<file path="config.mk">
export PLATFORM = sky130hd
export DESIGN_NAME = mbpwm_edge_core
export DESIGN_NICKNAME = d
export VERILOG_FILES = /design/src/verilog/mbpwm_pkg.sv /design/src/verilog/mbpwm_edge_core.sv
export SDC_FILE = /design/constraint.sdc
export NUM_CORES = 1
export LEC_CHECK = 0
export BUFFER_PORTS_ARGS = -buffer_cell sky130_fd_sc_hd__buf_2
export CAP_MARGIN = 20
export CELL_PAD_IN_SITES_DETAIL_PLACEMENT = 2
export CELL_PAD_IN_SITES_GLOBAL_PLACEMENT = 2
export CORE_MARGIN = 4
export CORE_UTILIZATION = 36
export DETAILED_ROUTE_END_ITERATION = 10
export PLACE_DENSITY_LB_ADDON = 0.1
export SLEW_MARGIN = 30
export SYNTH_ARGS = -nofsm -noshare
export SYNTH_HDL_FRONTEND = slang
export SYNTH_SLANG_ARGS = --single-unit
</file>
<file path="constraint.sdc">
create_clock -name i_ref_clk -period 4.1 [get_ports i_ref_clk]
set_input_delay 1.025 -clock i_ref_clk [delete_from_list [all_inputs] [get_ports i_ref_clk]]
set_output_delay 1.025 -clock i_ref_clk [all_outputs]
set_load 0.005 [all_outputs]
</file>
<file path="src/verilog/mbpwm_pkg.sv">
// Shared constants for the match based PWM edge controller
package mbpwm_pkg;

    // Counter and prescaler width
    localparam int unsigned COUNT_W      = 32;
    // Number of match registers, index 0 is the cycle period match
    localparam int unsigned NUM_MATCH    = 7;
    // Number of PWM outputs, numbered 1 to NUM_MATCH-1
    localparam int unsigned NUM_OUT      = 6;
    // First output that may run in double edge mode
    localparam int unsigned FIRST_DOUBLE = 2;
    // Index of the cycle period match register
    localparam int unsigned CYCLE_IDX    = 0;

    // Values after reset
    localparam logic [31:0] RST_COUNT    = 32'h0000_0000;
    localparam logic [31:0] RST_PRESCALE = 32'h0000_0000;
    localparam logic [31:0] RST_MATCH    = 32'h0000_0000;
    localparam logic        RST_PWM      = 1'h0;
    localparam logic        RST_PENDING  = 1'h0;

    // Step of the counter on each tick and of the prescaler on each enabled clock
    localparam logic [31:0] COUNT_STEP   = 32'h0000_0001;

    // Edge mode of one output
    typedef enum logic {
        MBPWM_SINGLE_EDGE,
        MBPWM_DOUBLE_EDGE
    } mbpwm_edge_e;

endpackage : mbpwm_pkg

</file>
<file path="src/verilog/mbpwm_edge_core.sv">
`timescale 1ns/100ps
module mbpwm_edge_core #(
    parameter int unsigned COUNT_W   = mbpwm_pkg::COUNT_W,
    parameter int unsigned NUM_MATCH = mbpwm_pkg::NUM_MATCH
) (
    input  wire logic                           i_ref_clk,
    input  wire logic                           i_srst,
    input  wire logic                           i_count_en,
    input  wire logic                           i_count_clear,
    input  wire logic                           i_pwm_mode_en,
    input  wire logic [COUNT_W-1:0]             i_prescale_max,
    input  wire logic [NUM_MATCH-1:0][COUNT_W-1:0] i_match_value,
    input  wire logic [NUM_MATCH-1:0]           i_match_release,
    input  wire logic [NUM_MATCH-1:1]           i_out_en,
    input  wire logic [NUM_MATCH-1:1]           i_double_edge_sel,
    output logic      [NUM_MATCH-1:1]           o_pwm,
    output logic      [COUNT_W-1:0]             o_count,
    output logic      [COUNT_W-1:0]             o_prescale_count,
    output logic      [NUM_MATCH-1:0]           o_match_pending,
    output logic                                o_cycle_match
);

    // Prescale counter, steps every clock while counting is enabled
    logic [COUNT_W-1:0]                 prescale_count;
    // Main timer counter
    logic [COUNT_W-1:0]                 count;
    // Match values in use by the compare logic
    logic [NUM_MATCH-1:0][COUNT_W-1:0]  active_match;
    // Released values waiting for the next cycle boundary
    logic [NUM_MATCH-1:0]               pending;
    // One clock pulse when the prescaler wraps
    logic                               tick;
    // Per register compare hit, qualified by the tick
    logic [NUM_MATCH-1:0]               match_hit;
    // Cycle match hit while in PWM mode
    logic                               cycle_hit;
    // Output registers
    logic [NUM_MATCH-1:1]               pwm;

    // Prescaler wraps at its limit and lets the counter step
    // A limit of zero steps the counter on every clock; the limit
    // is read live, so a new limit takes hold in the prescale period already running
    assign tick = i_count_en && (prescale_count == i_prescale_max);

    // Compare every active match value against the counter
    // A hit only counts on a tick, so a slow prescaler cannot fire
    // the same match on several clocks in a row
    always_comb begin
        for (int m = 0; m < NUM_MATCH; m++) begin
            match_hit[m] = tick && (count == active_match[m]);
        end
    end

    // Only PWM mode treats the first match as the period
    // In timer mode the first match is an ordinary compare and the
    // counter runs on to its natural wrap
    assign cycle_hit = i_pwm_mode_en
                       && match_hit[mbpwm_pkg::CYCLE_IDX];

    // Prescale counter
    // Clear beats counting so software gets a clean restart
    always_ff @(posedge i_ref_clk) begin
        if (i_srst || i_count_clear) begin
            // Reset or software clear
            prescale_count <= COUNT_W'(mbpwm_pkg::RST_PRESCALE);
        end else if (tick) begin
            // Wrap back to zero after the limit
            prescale_count <= COUNT_W'(mbpwm_pkg::RST_PRESCALE);
        end else if (i_count_en) begin
            // Step towards the limit
            prescale_count <= COUNT_W'(prescale_count
                                       + mbpwm_pkg::COUNT_STEP);
        end
    end

    // Main counter
    // The period restart replaces the step on the same tick, so a
    // period value of N gives N+1 counts per cycle
    always_ff @(posedge i_ref_clk) begin
        if (i_srst || i_count_clear) begin
            // Reset or software clear
            count <= COUNT_W'(mbpwm_pkg::RST_COUNT);
        end else if (cycle_hit) begin
            // Period reached, start a new PWM cycle
            count <= COUNT_W'(mbpwm_pkg::RST_COUNT);
        end else if (tick) begin
            // Free running 32-bit count, wraps naturally
            count <= COUNT_W'(count + mbpwm_pkg::COUNT_STEP);
        end
    end

    // Pending flags: a release marks a value, the boundary takes it
    // A release that lands on the boundary itself stays pending, so
    // the value is taken again at the next boundary and is never
    // lost; timer mode takes every released value on the next clock
    always_ff @(posedge i_ref_clk) begin
        if (i_srst) begin
            // No release outstanding after reset
            pending <= '0;
        end else begin
            for (int m = 0; m < NUM_MATCH; m++) begin
                if (i_match_release[m]) begin
                    // Release wins over a load in the same clock
                    pending[m] <= 1'h1;
                end else if (cycle_hit || !i_pwm_mode_en) begin
                    // Value taken over at the boundary
                    pending[m] <= mbpwm_pkg::RST_PENDING;
                end
            end
        end
    end

    // Active match values change only on a cycle boundary in PWM mode
    // The new value is sampled on the edge that applies it, so the
    // source must hold steady from release until the boundary; this
    // keeps a half updated pair of edges out of any one cycle
    always_ff @(posedge i_ref_clk) begin
        if (i_srst) begin
            // Start from zero match values
            active_match <= '0;
        end else begin
            for (int m = 0; m < NUM_MATCH; m++) begin
                if (pending[m] && (cycle_hit || !i_pwm_mode_en)) begin
                    // Apply the released value in step with the outputs
                    active_match[m] <= i_match_value[m];
                end
            end
        end
    end

    // One output per match register beyond the cycle match
    // A double edge output n borrows match n-1 for its rise, so
    // the output below it shares that match as its own falling edge
    generate
        for (genvar n = 1; n < NUM_MATCH; n++) begin : g_out
            // Edge mode of this output, only from the second one on
            mbpwm_pkg::mbpwm_edge_e mode;
            // Set and clear events for this output
            logic                   set_evt;
            logic                   clr_evt;

            if (n >= mbpwm_pkg::FIRST_DOUBLE) begin : g_dbl
                // Outputs 2 and up may run double edge
                assign mode = i_double_edge_sel[n]
                              ? mbpwm_pkg::MBPWM_DOUBLE_EDGE
                              : mbpwm_pkg::MBPWM_SINGLE_EDGE;
            end else begin : g_sgl
                // Output 1 has no rising edge register of its own
                assign mode = mbpwm_pkg::MBPWM_SINGLE_EDGE;
            end

            // Pick the rising and falling events from the mode
            always_comb begin
                case (mode)
                    mbpwm_pkg::MBPWM_DOUBLE_EDGE: begin
                        // Previous match raises, own match lowers
                        set_evt = match_hit[n-1];
                        clr_evt = match_hit[n];
                    end
                    default: begin
                        // Cycle match raises, own match lowers
                        set_evt = cycle_hit;
                        clr_evt = match_hit[n];
                    end
                endcase
            end

            // Output register; a fall beats a rise in the same clock
            // Equal rise and fall values therefore hold the output
            // low, which gives a clean zero duty setting
            always_ff @(posedge i_ref_clk) begin
                if (i_srst) begin
                    // Low after reset
                    pwm[n] <= mbpwm_pkg::RST_PWM;
                end else if (!i_pwm_mode_en || !i_out_en[n]) begin
                    // Disabled output or timer mode keeps the pin low
                    pwm[n] <= mbpwm_pkg::RST_PWM;
                end else if (clr_evt) begin
                    // Falling edge; order against the rise sets polarity
                    pwm[n] <= 1'h0;
                end else if (set_evt) begin
                    // Rising edge
                    pwm[n] <= 1'h1;
                end
            end
        end
    endgenerate

    // Cycle boundary pulse, registered
    // It stands one clock, in the clock in which the counter reads
    // zero and the rising edges of the single edge outputs show
    always_ff @(posedge i_ref_clk) begin
        if (i_srst) begin
            // No boundary seen during reset
            o_cycle_match <= 1'h0;
        end else begin
            // Follow the boundary hit one clock late
            o_cycle_match <= cycle_hit;
        end
    end

    // Status outputs straight from the registers
    // Every one of them comes from a flip-flop, so none can glitch
    assign o_pwm            = pwm;
    assign o_count          = count;
    assign o_prescale_count = prescale_count;
    assign o_match_pending  = pending;

endmodule : mbpwm_edge_core

</file>
# After elaboration in Yosys (flattened, before gate mapping)
# Index checks and enable logic that the tools add are counted.
dict set report word_totals {
  regBits 302
  inputBits 280
  output_inout_bits 78
  elab_cells 97
}
dict set report classes {
  n_addsub 2
  n_eq_ne 8
  mux 18
  n_reduce_logical 46
}
# operator n
set ops {}
lappend ops {{== test 32 bit} 8}
lappend ops {{adder 32 x 1 -> 32 bit (second input constant)} 2}
lappend ops {{two-way mux 1 bit} 18}
lappend ops {{OR reduction 3 bit} 6}
lappend ops {{logical AND 1 bit} 16}
lappend ops {{nonzero test 2 bit} 7}
lappend ops {{logical OR 1 bit} 8}
lappend ops {{logical NOT 1 bit} 7}
lappend ops {{OR reduction 2 bit} 2}

# Depth between registers and ports, before layout
# Gate-level depths: netlist of run 1.
dict set report depth {
  ltp_word 7
  mapped_depth 10
  depth_no_buf 6
}

# Least setup slack after synthesis of run 1
# No wires, ideal clock.
dict set report synth_path {
  path_type {input-to-reg}
  start {input i_prescale_max[6]}
  end {register count[10] (netlist: o_count[10])}
  setup_time_ns 0.070
  arrival_ns 2.946
  required_time_ns 4.030
  path_slack_ns 1.084
  path_stages 8
  n_path_buf 2
  path_cell_list {xor2_1 -> nor4b_2 -> nand4_2 -> or3_1 -> buf_6 -> buf_12 -> or4_1 -> a21oi_1}
}
dict set report synth_between {
  elab_chain_cells 5
}
# element line_no
set synth_lines {}
lappend synth_lines {{start, declared} mbpwm_edge_core.sv:11} ;# input wire logic [COUNT_W-1:0] i_prescale_max,
lappend synth_lines {{== test 32 bit *} mbpwm_edge_core.sv:43} ;# assign tick = i_count_en && (prescale_count == i_prescale_max);
lappend synth_lines {{logical AND 1 bit *} mbpwm_edge_core.sv:43}
lappend synth_lines {{logical AND 1 bit} mbpwm_edge_core.sv:50} ;# match_hit[m] = tick && (count == active_match[m]);
lappend synth_lines {{logical AND 1 bit} mbpwm_edge_core.sv:58} ;# && match_hit[mbpwm_pkg::CYCLE_IDX];
lappend synth_lines {{OR reduction 2 bit (no source line)} n/a}
lappend synth_lines {{end signal, assigned} mbpwm_edge_core.sv:82} ;# count <= COUNT_W'(mbpwm_pkg::RST_COUNT);
lappend synth_lines {{end signal, assigned} mbpwm_edge_core.sv:85} ;# count <= COUNT_W'(mbpwm_pkg::RST_COUNT);
lappend synth_lines {{end signal, assigned} mbpwm_edge_core.sv:88} ;# count <= COUNT_W'(count + mbpwm_pkg::COUNT_STEP);
lappend synth_lines {{end, declared} mbpwm_edge_core.sv:26} ;# logic [COUNT_W-1:0] count;
# Every way passes the cells marked *; elsewhere a longest branch is shown, timed or not.
# A chain may end at the register's enable or synchronous reset.

# Final worst setup path of run 1
dict set report layout_path {
  start {register count[8] (netlist: o_count[8])}
  end {register pwm (netlist bit o_pwm[5])}
}
dict set report layout_between {
  elab_chain_cells 4
  elab_cells_between_ends 9
  cone_classes {eq/ne: 3; mux: 1; reduce/logical: 5}
}
# element line_no
set layout_lines {}
lappend layout_lines {{== test 32 bit} mbpwm_edge_core.sv:50}
lappend layout_lines {{logical AND 1 bit} mbpwm_edge_core.sv:50}
lappend layout_lines {{logical AND 1 bit} mbpwm_edge_core.sv:58}
lappend layout_lines {{two-way mux 1 bit} mbpwm_edge_core.sv:154} ;# case (mode)
lappend layout_lines {{end signal, assigned by index} mbpwm_edge_core.sv:174} ;# pwm[n] <= mbpwm_pkg::RST_PWM;
lappend layout_lines {{end signal, assigned by index} mbpwm_edge_core.sv:177} ;# pwm[n] <= mbpwm_pkg::RST_PWM;
lappend layout_lines {{end, declared} mbpwm_edge_core.sv:38} ;# logic [NUM_MATCH-1:1] pwm;
# Several ways; a longest one is shown, not always the timed one.

==> metrics.md, run 1 <==
| Metric | Value |
|---|---|
| DPL Wire Length | `46300 µm` |
| CTS Hold Bufs | `0` |
| Wl on met1 | `28500 µm` |
| Vias in the first global route | `15662` |
| Setup Buffers After CTS | `0` |
| Share of layout cells above drive strength 1 | `22.6%` |
| Largest net degree at the start of global routing | `145` |
| Vias | `14055` |
| Cell Area, Synth | `16700 µm²` |
| Initial Utilization | `36.6%` |
| Routed wl met2 | `32500 µm` |
| Floorplan row count | `78` |
| Syn nets | `2078` |
| HP Start | `o_pwm[5]` |
| Max IR drop VDD | `0.230 mV` |
| Clock latency at the later pin of the worst-skew pair | `0.55 ns` |
| Clk slew on worst S/H paths | `0.06 ns` |
| Final setup vio count | `0` |
| Fmax | `304 MHz` |
| Mux cell area share after synthesis | `13.5%` |
| Count of pins over their slew limit | `0` |
| Initial antenna violation count | `4` |
| CP Class | `reg2reg` |
| Worst setup SP type | `register` |
| Hold Slack | `0.478 ns` |
| I/O Buffers | `356` |
| RD Place Congestion | `0.819` |
| Tcrit/Tclk final | `80.1%` |
| Pwr Density | `356 nW/µm²` |
| CP max FO | `15` |
| Drt via density | `5.11` |
| Die Area | `49900 µm²` |
| Hold WC Path Type | `reg2reg` |
| Post-CTS resize count | `0` |
| Placed Instances | `2680` |
| WL met3 | `3050 µm` |
| Cell Area, Placed | `19200 µm²` |
| Endpoints failing hold | `0` |
| Outcome | `finished, final reports clean` |
| CP Buf/Inv Count | `0` |
| Final min period | `3.29 ns` |
| Final Net Count | `2403` |
| Least-Margin Pin Slew | `0.828 ns` |
| DRT Wirelength | `65600 µm` |
| Flop and latch count out of synthesis | `302` |
| Die W | `223 µm` |
| Setup_tns | `0 ns` |
| Clock buffer depth | `3` |
| Worst Path Required | `4.57 ns` |
| First-pass DRT Iterations | `5` |
| Total track usage | `25.4%` |
| Yosys cell types | `42` |
| Multi-input combinational cell area | `10000 µm²` |
| Cells after Synth | `1796` |
| I/O Pins | `358` |
| Post-synthesis sequential area ratio | `36.2%` |
| Synthesis Warnings | `0` |
| First-pass GRT wire length | `97000 µm` |
| 1st-iter DRT viols | `688` |
| H-tree Lvls | `2` |
| Main combinational cell family by area after synthesis | `simple AND/OR/NAND/NOR gates` |
| CTS root buffer | `clkbuf_16` |
| Clk_skew | `0.0158 ns` |
| Xor/xnor share of the synthesized area | `15.3%` |
| Arrival time worst endpoint | `3.75 ns` |
| Worst Setup End Kind | `register` |
| Critical path's slowest cell | `dfxtp_1` |
| FF/Latch Area | `6050 µm²` |
| Final ANT Viol Nets | `0` |
| Fillers | `4985` |
| Die Y | `223 µm` |
| Top Family by Delay on Critical Path | `simple AND/OR/NAND/NOR gates` |
| Total CTS buffers | `39` |
| Synth Area in Simple Gates | `26.7%` |
| Area Growth Syn to Fin | `22.3%` |
| Final non-filler cell total | `2749` |
| Core ar. | `45600 µm²` |
| Post-route cell area | `20400 µm²` |
| MaxCap Viol Count | `0` |
| Routed WL per cell | `23.9 µm` |
| GRT overflow | `0` |
| Crit. Startpoint | `o_count[8]` |
| Post-synthesis compound-gate area fraction | `4.16%` |
| R2r startpoint | `o_count[8]` |
| Leak | `0.00804 µW` |
| Top Metal Used | `met5` |
| RSZ-0062 raised after global routing | `no` |
| Avg Inst Size Synth | `9.30 µm²` |
| Clock Sinks | `302` |
| Post-synthesis adder-cell area fraction | `0.150%` |
| Slowest stage delay, CP | `0.84 ns` |
| Max-slew headroom | `44.4%` |
| Critical-path cell list | `xnor2_1 -> nand4_1 -> nor4_4 -> nand2_1 -> or4_1 -> a31oi_1` |
| CTS tree | `done` |
| Drc violations | `0` |
## layout by cell type, fill, tap and decap left out, drive strengths merged
cell type and instances:
clkinv 7, and3 6, o2111a 1, o31a 2, o2bb2ai 7, o31ai 9
a31oi 3, dfxtp 302, o41ai 1, nor2b 2, nor4b 3, mux2i 225
and2 6, o211ai 10, nand2 36, and4 7, o21ba 1, a21oi 37
or4 12, diode 3, nand2b 448, buf 411, inv 18, xor2 112
or3 20, nor4 44, nor3 6, nor2 50, o21ai 17, bufinv 1
nand3 38, nand4 61, ha 2, a31o 2, clkbuf 59, xnor2 180
## final cells by class
type | instances | area share [%]
Antenna cell | 3 | 0.0368
Inverter | 19 | 0.349
Timing Repair Buffer | 411 | 11.4
Multi-Input combinational cell | 1348 | 49.0
Clock buffer | 59 | 5.65
Clock inverter | 7 | 0.294
Sequential cell | 302 | 29.6
Tap cell | 600 | 3.68
## worst paths after layout
check / slack, ns / cells past startpoint / to
worst max register to register: 0.81 / 6 / o_pwm[5]
worst min-delay path: 0.48 / 2 / o_pwm[5]
worst min register to register: 0.48 / 2 / o_pwm[5]
worst max-delay path: 0.81 / 6 / o_pwm[5]
## cell families after synthesis
group,after synthesis
mux,225
simple gates,739
compound gates,90
flops,302
fa+ha+maj,2
buf+inv,146
xor+xnor,292
## worst reg2reg max path: stages, from the launching register on
cell	delay, ns
dfxtp_1	0.84
xnor2_1	0.20
nand4_1	0.17
nor4_4	0.64
nand2_1	0.55
or4_1	0.64
a31oi_1	0.17
## state kept, by name (all words and copies together) (netlist names)
name,flops
active_match,224
o_match_pending,7
o_cycle_match,1
o_prescale_count,32
o_count,32
o_pwm,6
## report_power, final
group | leakage [µW] | switching [µW] | internal (µW) | total [µW]
clock network | 0.000600 | 1360 | 1990 | 3350
registers | 0.00245 | 75.4 | 3030 | 3110
logic | 0.00499 | 417 | 395 | 813
total | 0.00804 | 1850 | 5420 | 7270
## per-stage QoR
stage | utilization (%) | power [µW] | setup WS [ns]
after floorplan | - | 3640 | 1.08
after global placement | 42.1 | 3950 | 0.553
after detailed placement | 42.1 | 3980 | 0.476
after CTS | 44.8 | 7330 | 0.492
after global routing | 44.8 | 7540 | 0.599
final | 44.8 | 7270 | 0.814
## synth_stat cells, drive strengths merged
library cell	n	area [µm²]
a21oi	37	185
a31o	2	17.5
a31oi	3	18.8
and2	6	37.5
and3	6	37.5
and4	7	61.3
buf	50	310
clkbuf	77	289
clkinv	1	3.75
dfxtp	302	6050
ha	2	25.0
inv	18	67.6
mux2i	225	2250
nand2	36	135
nand2b	448	2800
nand3	38	190
nand4	61	388
nor2	50	188
nor2b	2	12.5
nor3	6	30.0
nor4	44	300
nor4b	3	53.8
o2111a	1	11.3
o211ai	10	75.1
o21ai	17	85.1
o21ba	1	10.0
o2bb2ai	7	193
o31a	2	17.5
o31ai	9	72.6
o41ai	1	8.76
or3	20	125
or4	12	90.1
xnor2	180	1580
xor2	112	981
## metal layers
metal | GRT usage (%) | vias up
met1 | 32.4 | 6998
met4 | 6.84 | 2
li1 | - | 6647
met2 | 44.7 | 322
met5 | 0 | -
met3 | 3.75 | 86
Note: power is estimated with default switching activity, not from simulation.
==> run 2, diff against run 1 <==
--- a/config.mk
+++ b/config.mk
@@ -10,7 +10,7 @@
 export CELL_PAD_IN_SITES_DETAIL_PLACEMENT = 2
 export CELL_PAD_IN_SITES_GLOBAL_PLACEMENT = 2
 export CORE_MARGIN = 4
-export CORE_UTILIZATION = 36
+export CORE_UTILIZATION = 30
 export DETAILED_ROUTE_END_ITERATION = 10
 export PLACE_DENSITY_LB_ADDON = 0.1
 export SLEW_MARGIN = 30
==> constraint.sdc (replaced) <==
create_clock -name i_ref_clk -period 2.8 [get_ports i_ref_clk]
set_input_delay 0.7 -clock i_ref_clk [delete_from_list [all_inputs] [get_ports i_ref_clk]]
set_output_delay 0.7 -clock i_ref_clk [all_outputs]
set_load 0.005 [all_outputs]
==> metrics.md, run 2 (synthesized netlist as in run 1, its figures left out) <==
| Metric | Value |
|---|---|
| MaxCap Viol Count | `0 (unchanged)` |
| Share of layout cells above drive strength 1 | `26.2% (+3.5 points)` |
| 1st-iter DRT viols | `490 (-29%)` |
| Worst Hold Depth | `3 (+1)` |
| DPL Wire Length | `50600 µm (+9.4%)` |
| CP Buf/Inv Count | `1 (+1)` |
| Routed WL per cell | `22.8 µm (-4.5%)` |
| Outcome | `finished, final reports clean` |
| Vias in the first global route | `15562 (-0.64%)` |
| Worst hold endpoint | `o_match_pending[2]` |
| Tcrit/Tclk final | `94.4% (+14 points)` |
| I/O Buffers | `356 (unchanged)` |
| Largest net degree at the start of global routing | `86 (-41%)` |
| Final min period | `2.64 ns (-0.641 ns)` |
| Clock Power Share | `47.6% (+1.5 points)` |
| Reg2reg path depth | `7 (+1)` |
| First-pass GRT wire length | `99800 µm (+2.8%)` |
| Final setup vio count | `0 (unchanged)` |
| Worst Path Required | `3.28 ns (-1.29 ns)` |
| RSZ-0062 raised after global routing | `no` |
| Sw Pwr | `2790 µW (+51%)` |
| I/O Pins | `358 (unchanged)` |
| Die Area | `59500 µm² (+19%)` |
| DRT Wirelength | `68100 µm (+3.8%)` |
| First-pass DRT Iterations | `4 (-1)` |
| CP max FO | `10 (-5)` |
| Total track usage | `22.2% (-3.2 points)` |
| CP Class | `reg2reg` |
| Core ar. | `55100 µm² (+21%)` |
| Combinational cell fraction of total power | `11.3% (about the same)` |
| Slowest stage delay, CP | `0.61 ns (-0.23 ns)` |
| Total power | `11100 µW (+52%)` |
| Max-slew headroom | `58.5% (+14 points)` |
| GRT overflow | `0 (unchanged)` |
| Initial antenna violation count | `5 (+1)` |
| Worst Setup End Kind | `register` |
| P_int | `8290 µW (+53%)` |
| Drc violations | `0 (unchanged)` |
| Switching share of power | `25.2% (-0.29 points)` |
| Area Growth Syn to Fin | `28.6%` |
| Hold WC Path Type | `in2reg` |
| Total CTS buffers | `39 (unchanged)` |
| Biggest register | `active_match` |
| Drt via density | `4.73 (-7.4%)` |
| Most common cell after layout, fill and taps aside | `nand2b_1` |
| Clock latency at the later pin of the worst-skew pair | `0.56 ns (about the same)` |
| CTS root buffer | `clkbuf_16` |
| Max IR drop VDD | `0.355 mV (+54%)` |
| Floorplan row count | `86 (+10%)` |
| CTS tree | `done` |
| Pwr Density | `516 nW/µm² (+45%)` |
| Final Net Count | `2490 (+3.6%)` |
| R2r startpoint | `o_count[20]` |
| Critical path's slowest cell | `dfxtp_1` |
| Vias | `14139 (+0.60%)` |
| RD Place Congestion | `0.813 (-0.67%)` |
| Clock buffer depth | `3 (unchanged)` |
| Count of pins over their slew limit | `0 (unchanged)` |
| Final ANT Viol Nets | `0 (unchanged)` |
| Endpoints failing hold | `0 (unchanged)` |
| HP Start | `i_match_release[2]` |
| Top Family by Delay on Critical Path | `simple AND/OR/NAND/NOR gates` |
| Initial Utilization | `30.3% (-6.3 points)` |
| Leak | `0.00860 µW (+6.9%)` |
| Fillers | `6187 (+24%)` |
| Most frequent cells in the layout | `448 x nand2b_1, 355 x buf_2, 302 x dfxtp_1` |
| H-tree Lvls | `2 (unchanged)` |
| Hold Slack | `0.381 ns (-0.0978 ns)` |
| Die Y | `244 µm (+9.2%)` |
| Die W | `244 µm (+9.2%)` |
| Least-Margin Pin Slew | `0.622 ns (-0.206 ns)` |
| Seq pwr share | `41.1% (-1.6 points)` |
| Critical-path cell list | `xnor2_1 -> nand4_1 -> nor4_2 -> buf_4 -> nand2_1 -> or4_1 -> a31oi_1` |
| Max reg flops | `224 (unchanged)` |
| Crit Reg-Reg Endpoint | `o_pwm[5]` |
| Worst setup SP type | `register` |
| Clk slew on worst S/H paths | `0.06 ns (about the same)` |
| Clk_skew | `0.0203 ns (+0.00450 ns)` |
| Arrival time worst endpoint | `3.13 ns (-0.62 ns)` |
| Fmax | `378 MHz (+24%)` |
| Post-Route Utilization | `39.0% (-5.8 points)` |
| R2r setup slk | `0.16 ns (-0.66 ns)` |
| Pre-CTS WS | `-0.340 ns (-0.816 ns)` |
| Clock Sinks | `302 (unchanged)` |
| Setup WS post-layout | `0.156 ns (-0.659 ns)` |
run 2: cell types whose count changed in the layout (fill, tap and decap cells not counted):
cell        change
clkbuf_16       +1
xnor2_2         +1
clkinvlp_4      +1
clkbuf_8        +6
buf_4          +80
nor4_2          +1
clkinv_2        +4
xnor2_1         -1
buf_12          +6
nor4_4          -1
clkbuf_1        -8
buf_8           -1
bufinv_16       +2
run 2: worst max path at each step:
stage	start	end	slack (ns)	cells after the start
final	o_count[20]	o_pwm[5]	0.16	7
after CTS	o_prescale_count[14]	active_match[136]	0.07	8
after detailed placement	i_prescale_max[14]	active_match[94]	-0.34	9
after floorplan	i_prescale_max[6]	o_count[10]	0.11	8
after global routing	o_prescale_count[19]	active_match[136]	0.02	9
after global placement	i_prescale_max[14]	o_count[28]	-0.33	9
run 2: power groups by stage:
stage | combinational (µW) | clock (µW) | sequential, µW
after floorplan | 720 | 0 | 4610
after global placement | 1230 | 0 | 4630
after detailed placement | 1250 | 0 | 4640
after CTS | 1260 | 5440 | 4550
after global routing | 1370 | 5580 | 4560
final | 1250 | 5280 | 4550
run 2: per-stage QoR:
step / area (µm²) / setup TNS, ns / std cells
after floorplan: 16700 / 0 / 1796
after global placement: 20100 / -67.80 / 2912
after detailed placement: 20100 / -74.71 / 2912
after CTS: 21400 / 0 / 2982
after global routing: 21500 / 0 / 2986
final: 21500 / 0 / 2988
run 2: final cells by class:
| class | instances | area, µm² | area share, % |
|---|---|---|---|
| inverters | 19 | 71.3 | 0.332 |
| repair buffers | 498 | 3070 | 14.3 |
| clock inverters | 14 | 148 | 0.687 |
| clock buffers | 56 | 1190 | 5.55 |
| multi-input cells | 1348 | 10000 | 46.6 |
| diodes | 3 | 7.51 | 0.0350 |
| flip-flops and latches | 302 | 6050 | 28.1 |
| well taps | 748 | 936 | 4.36 |
run 2: tightest hold or removal path, cell delays in order:
cell	delay [ns]
buf_2	0.09
inv_1	0.05
a21oi_1	0.05
run 2: timing repair:
action	CTS	global route
setup buffers	0	2
setup endpoints to repair	0	18
hold endpoints to repair	0	0
hold buffers	0	0
gates resized for setup	0	2
run 2: metal layers:
layer  GRT usage [%]  up-vias  wire [µm]
met3            2.94       75       2800
met4            5.45        4       1430
met5               0        -         21
met2            39.8      256      34100
met1            28.1     6978      29700
li1                -     6826          -
==> run 3, diff against run 2 <==
==> constraint.sdc (replaced) <==
create_clock -name i_ref_clk -period 2.8 [get_ports i_ref_clk]
set_input_delay 0.7 -clock i_ref_clk [delete_from_list [all_inputs] [get_ports i_ref_clk]]
set_output_delay 0.7 -clock i_ref_clk [all_outputs]
set_load 0.1 [all_outputs]
==> metrics.md, run 3 (synthesized netlist as in run 1, its figures left out) <==
| Metric | Value |
|---|---|
| Fmax | `374 MHz (-1.1%)` |
| HP Start | `i_match_release[5]` |
| Routed WL per cell | `23.2 µm (+1.7%)` |
| Worst Path Required | `3.25 ns (-0.03 ns)` |
| Biggest register | `active_match` |
| Drc violations | `0 (unchanged)` |
| Die W | `244 µm (unchanged)` |
| MaxCap Viol Count | `0 (unchanged)` |
| Least-Margin Pin Slew | `0.684 ns (+0.0625 ns)` |
| Max IR drop VDD | `0.352 mV (-0.84%)` |
| CP max FO | `33 (+23)` |
| Endpoints failing hold | `0 (unchanged)` |
| Arrival time worst endpoint | `3.13 ns (about the same)` |
| Count of pins over their slew limit | `0 (unchanged)` |
| First-pass GRT wire length | `99500 µm (-0.24%)` |
| CP Class | `reg2reg` |
| RD Place Congestion | `0.774 (-4.9%)` |
| Initial antenna violation count | `3 (-2)` |
| H-tree Lvls | `2 (unchanged)` |
| Die Y | `244 µm (unchanged)` |
| Clock buffer depth | `3 (unchanged)` |
| Most frequent cells in the layout | `448 x nand2b_1, 349 x buf_2, 249 x dfxtp_1` |
| Clk_skew | `0.0149 ns (-0.00539 ns)` |
| R2r startpoint | `o_prescale_count[18]` |
| CTS root buffer | `clkbuf_16` |
| Slowest stage delay, CP | `0.50 ns (-0.11 ns)` |
| Total power | `11000 µW (-0.74%)` |
| Final setup vio count | `0 (unchanged)` |
| Die Area | `59500 µm² (unchanged)` |
| Max-slew headroom | `54.4% (-4.1 points)` |
| Largest net degree at the start of global routing | `129 (+50%)` |
| Initial Utilization | `30.3% (unchanged)` |
| Critical path's slowest cell | `or3_2` |
| Pwr Density | `516 nW/µm² (+0.15%)` |
| Setup_tns | `0 ns (unchanged)` |
| Top Family by Delay on Critical Path | `simple AND/OR/NAND/NOR gates` |
| Setup WS post-layout | `0.125 ns (-0.0304 ns)` |
| CP Buf/Inv Count | `4 (+3)` |
| Clock Sinks | `302 (unchanged)` |
| Placed Instances | `2875 (-1.3%)` |
| Total track usage | `22.1% (about the same)` |
| Clock latency at the later pin of the worst-skew pair | `0.55 ns (about the same)` |
| Max reg flops | `224 (unchanged)` |
| Vias | `14098 (-0.29%)` |
| DPL Wire Length | `50200 µm (-0.90%)` |
| I/O Buffers | `356 (unchanged)` |
| Most common cell after layout, fill and taps aside | `nand2b_1` |
| First-pass DRT Iterations | `4 (unchanged)` |
| Worst setup SP type | `register` |
| Vias in the first global route | `15677 (+0.74%)` |
| Critical-path cell list | `xor2_1 -> nor4b_2 -> nand3_1 -> buf_4 -> or3_2 -> buf_12 -> o2bb2ai_4 -> buf_4 -> buf_12 -> mux2i_1` |
| I/O Pins | `358 (unchanged)` |
| Crit. Startpoint | `o_prescale_count[18]` |
| GRT overflow | `0 (unchanged)` |
| Final min period | `2.67 ns (+0.0304 ns)` |
| Core ar. | `55100 µm² (unchanged)` |
| 1st-iter DRT viols | `556 (+13%)` |
| CTS tree | `done` |
| Drt via density | `4.78 (+0.96%)` |
| RSZ-0062 raised after global routing | `no` |
| Hold WC Path Type | `in2reg` |
| Leak | `0.00840 µW (-2.3%)` |
| Final non-filler cell total | `2951 (-1.2%)` |
| Worst Setup End Kind | `register` |
| Floorplan row count | `86 (unchanged)` |
| Share of layout cells above drive strength 1 | `26.9% (+0.71 points)` |
| DRT Wirelength | `68400 µm (+0.49%)` |
| Area Growth Syn to Fin | `27.5%` |
| Total CTS buffers | `40 (+2.6%)` |
| Final ANT Viol Nets | `0 (unchanged)` |
| Hold Slack | `0.392 ns (+0.0118 ns)` |
| Clk slew on worst S/H paths | `0.06 ns (about the same)` |
| Outcome | `finished, final reports clean` |
| Tcrit/Tclk final | `95.5% (+1.1 points)` |
| Final Net Count | `2456 (-1.4%)` |
| Pre-CTS WS | `-0.385 ns (-0.0447 ns)` |
[run 3: cell count changes in the layout (fill, tap and decap cells not counted)]
cell,change
buf_12,+3
buf_2,-6
buf_4,-33
buf_8,+1
bufinv_16,+1
clkbuf_1,+9
clkbuf_16,+1
clkbuf_8,-8
clkinv_2,-5
dfxtp_1,-53
dfxtp_2,+53
xnor2_1,+1
xnor2_2,-1
[run 3: tightest hold or removal path: cells and delay by family]
kind	cells	cell delay, ns
buf+inv	2	0.13
compound gates	1	0.05
[run 3: cell type report]
cell class	instances	area, µm²
Antenna cell	3	7.51
Timing Repair Buffer	463	2880
Fill cell	6138	33800
Sequential cell	302	6110
Clock inverter	10	153
Inverter	19	71.3
Multi-Input combinational cell	1348	10000
Clock buffer	58	1130
Tap cell	748	936
[run 3: final timing paths]
path	to	slack, ns	cells past startpoint
worst max-delay path	active_match[99]	0.13	10
worst min-delay path	o_match_pending[5]	0.39	3
worst max register to register	active_match[99]	0.13	10
worst min register to register	o_pwm[5]	0.47	2
[run 3: power breakdown]
| group | switching, µW | total [µW] | internal (µW) |
|---|---|---|---|
| logic | 685 | 1300 | 615 |
| registers | 108 | 4550 | 4440 |
| clock network | 2000 | 5150 | 3150 |
[run 3: metal layers]
layer  wire length [µm]  global-route usage [%]  up-vias
met2              34000                    39.1      250
li1                   -                       -     6755
met4               1950                    6.85        0
met3               2070                    3.00       76
met1              30400                    28.0     7017
met5                  0                       0        -
[run 3: stage by stage]
step / instance area [µm²] / util, %
global route: 21300 / 38.6
floorplan: 16800 / -
finish: 21300 / 38.6
CTS: 21200 / 38.5
detailed placement: 19900 / 36.2
global placement: 19900 / 36.2
[run 3: repair_timing]
item / CTS / global route
resized for setup: 0 / 1
hold buffers: 0 / 0
setup endpoints to repair: 0 / 220
buffers inserted: 0 / 3
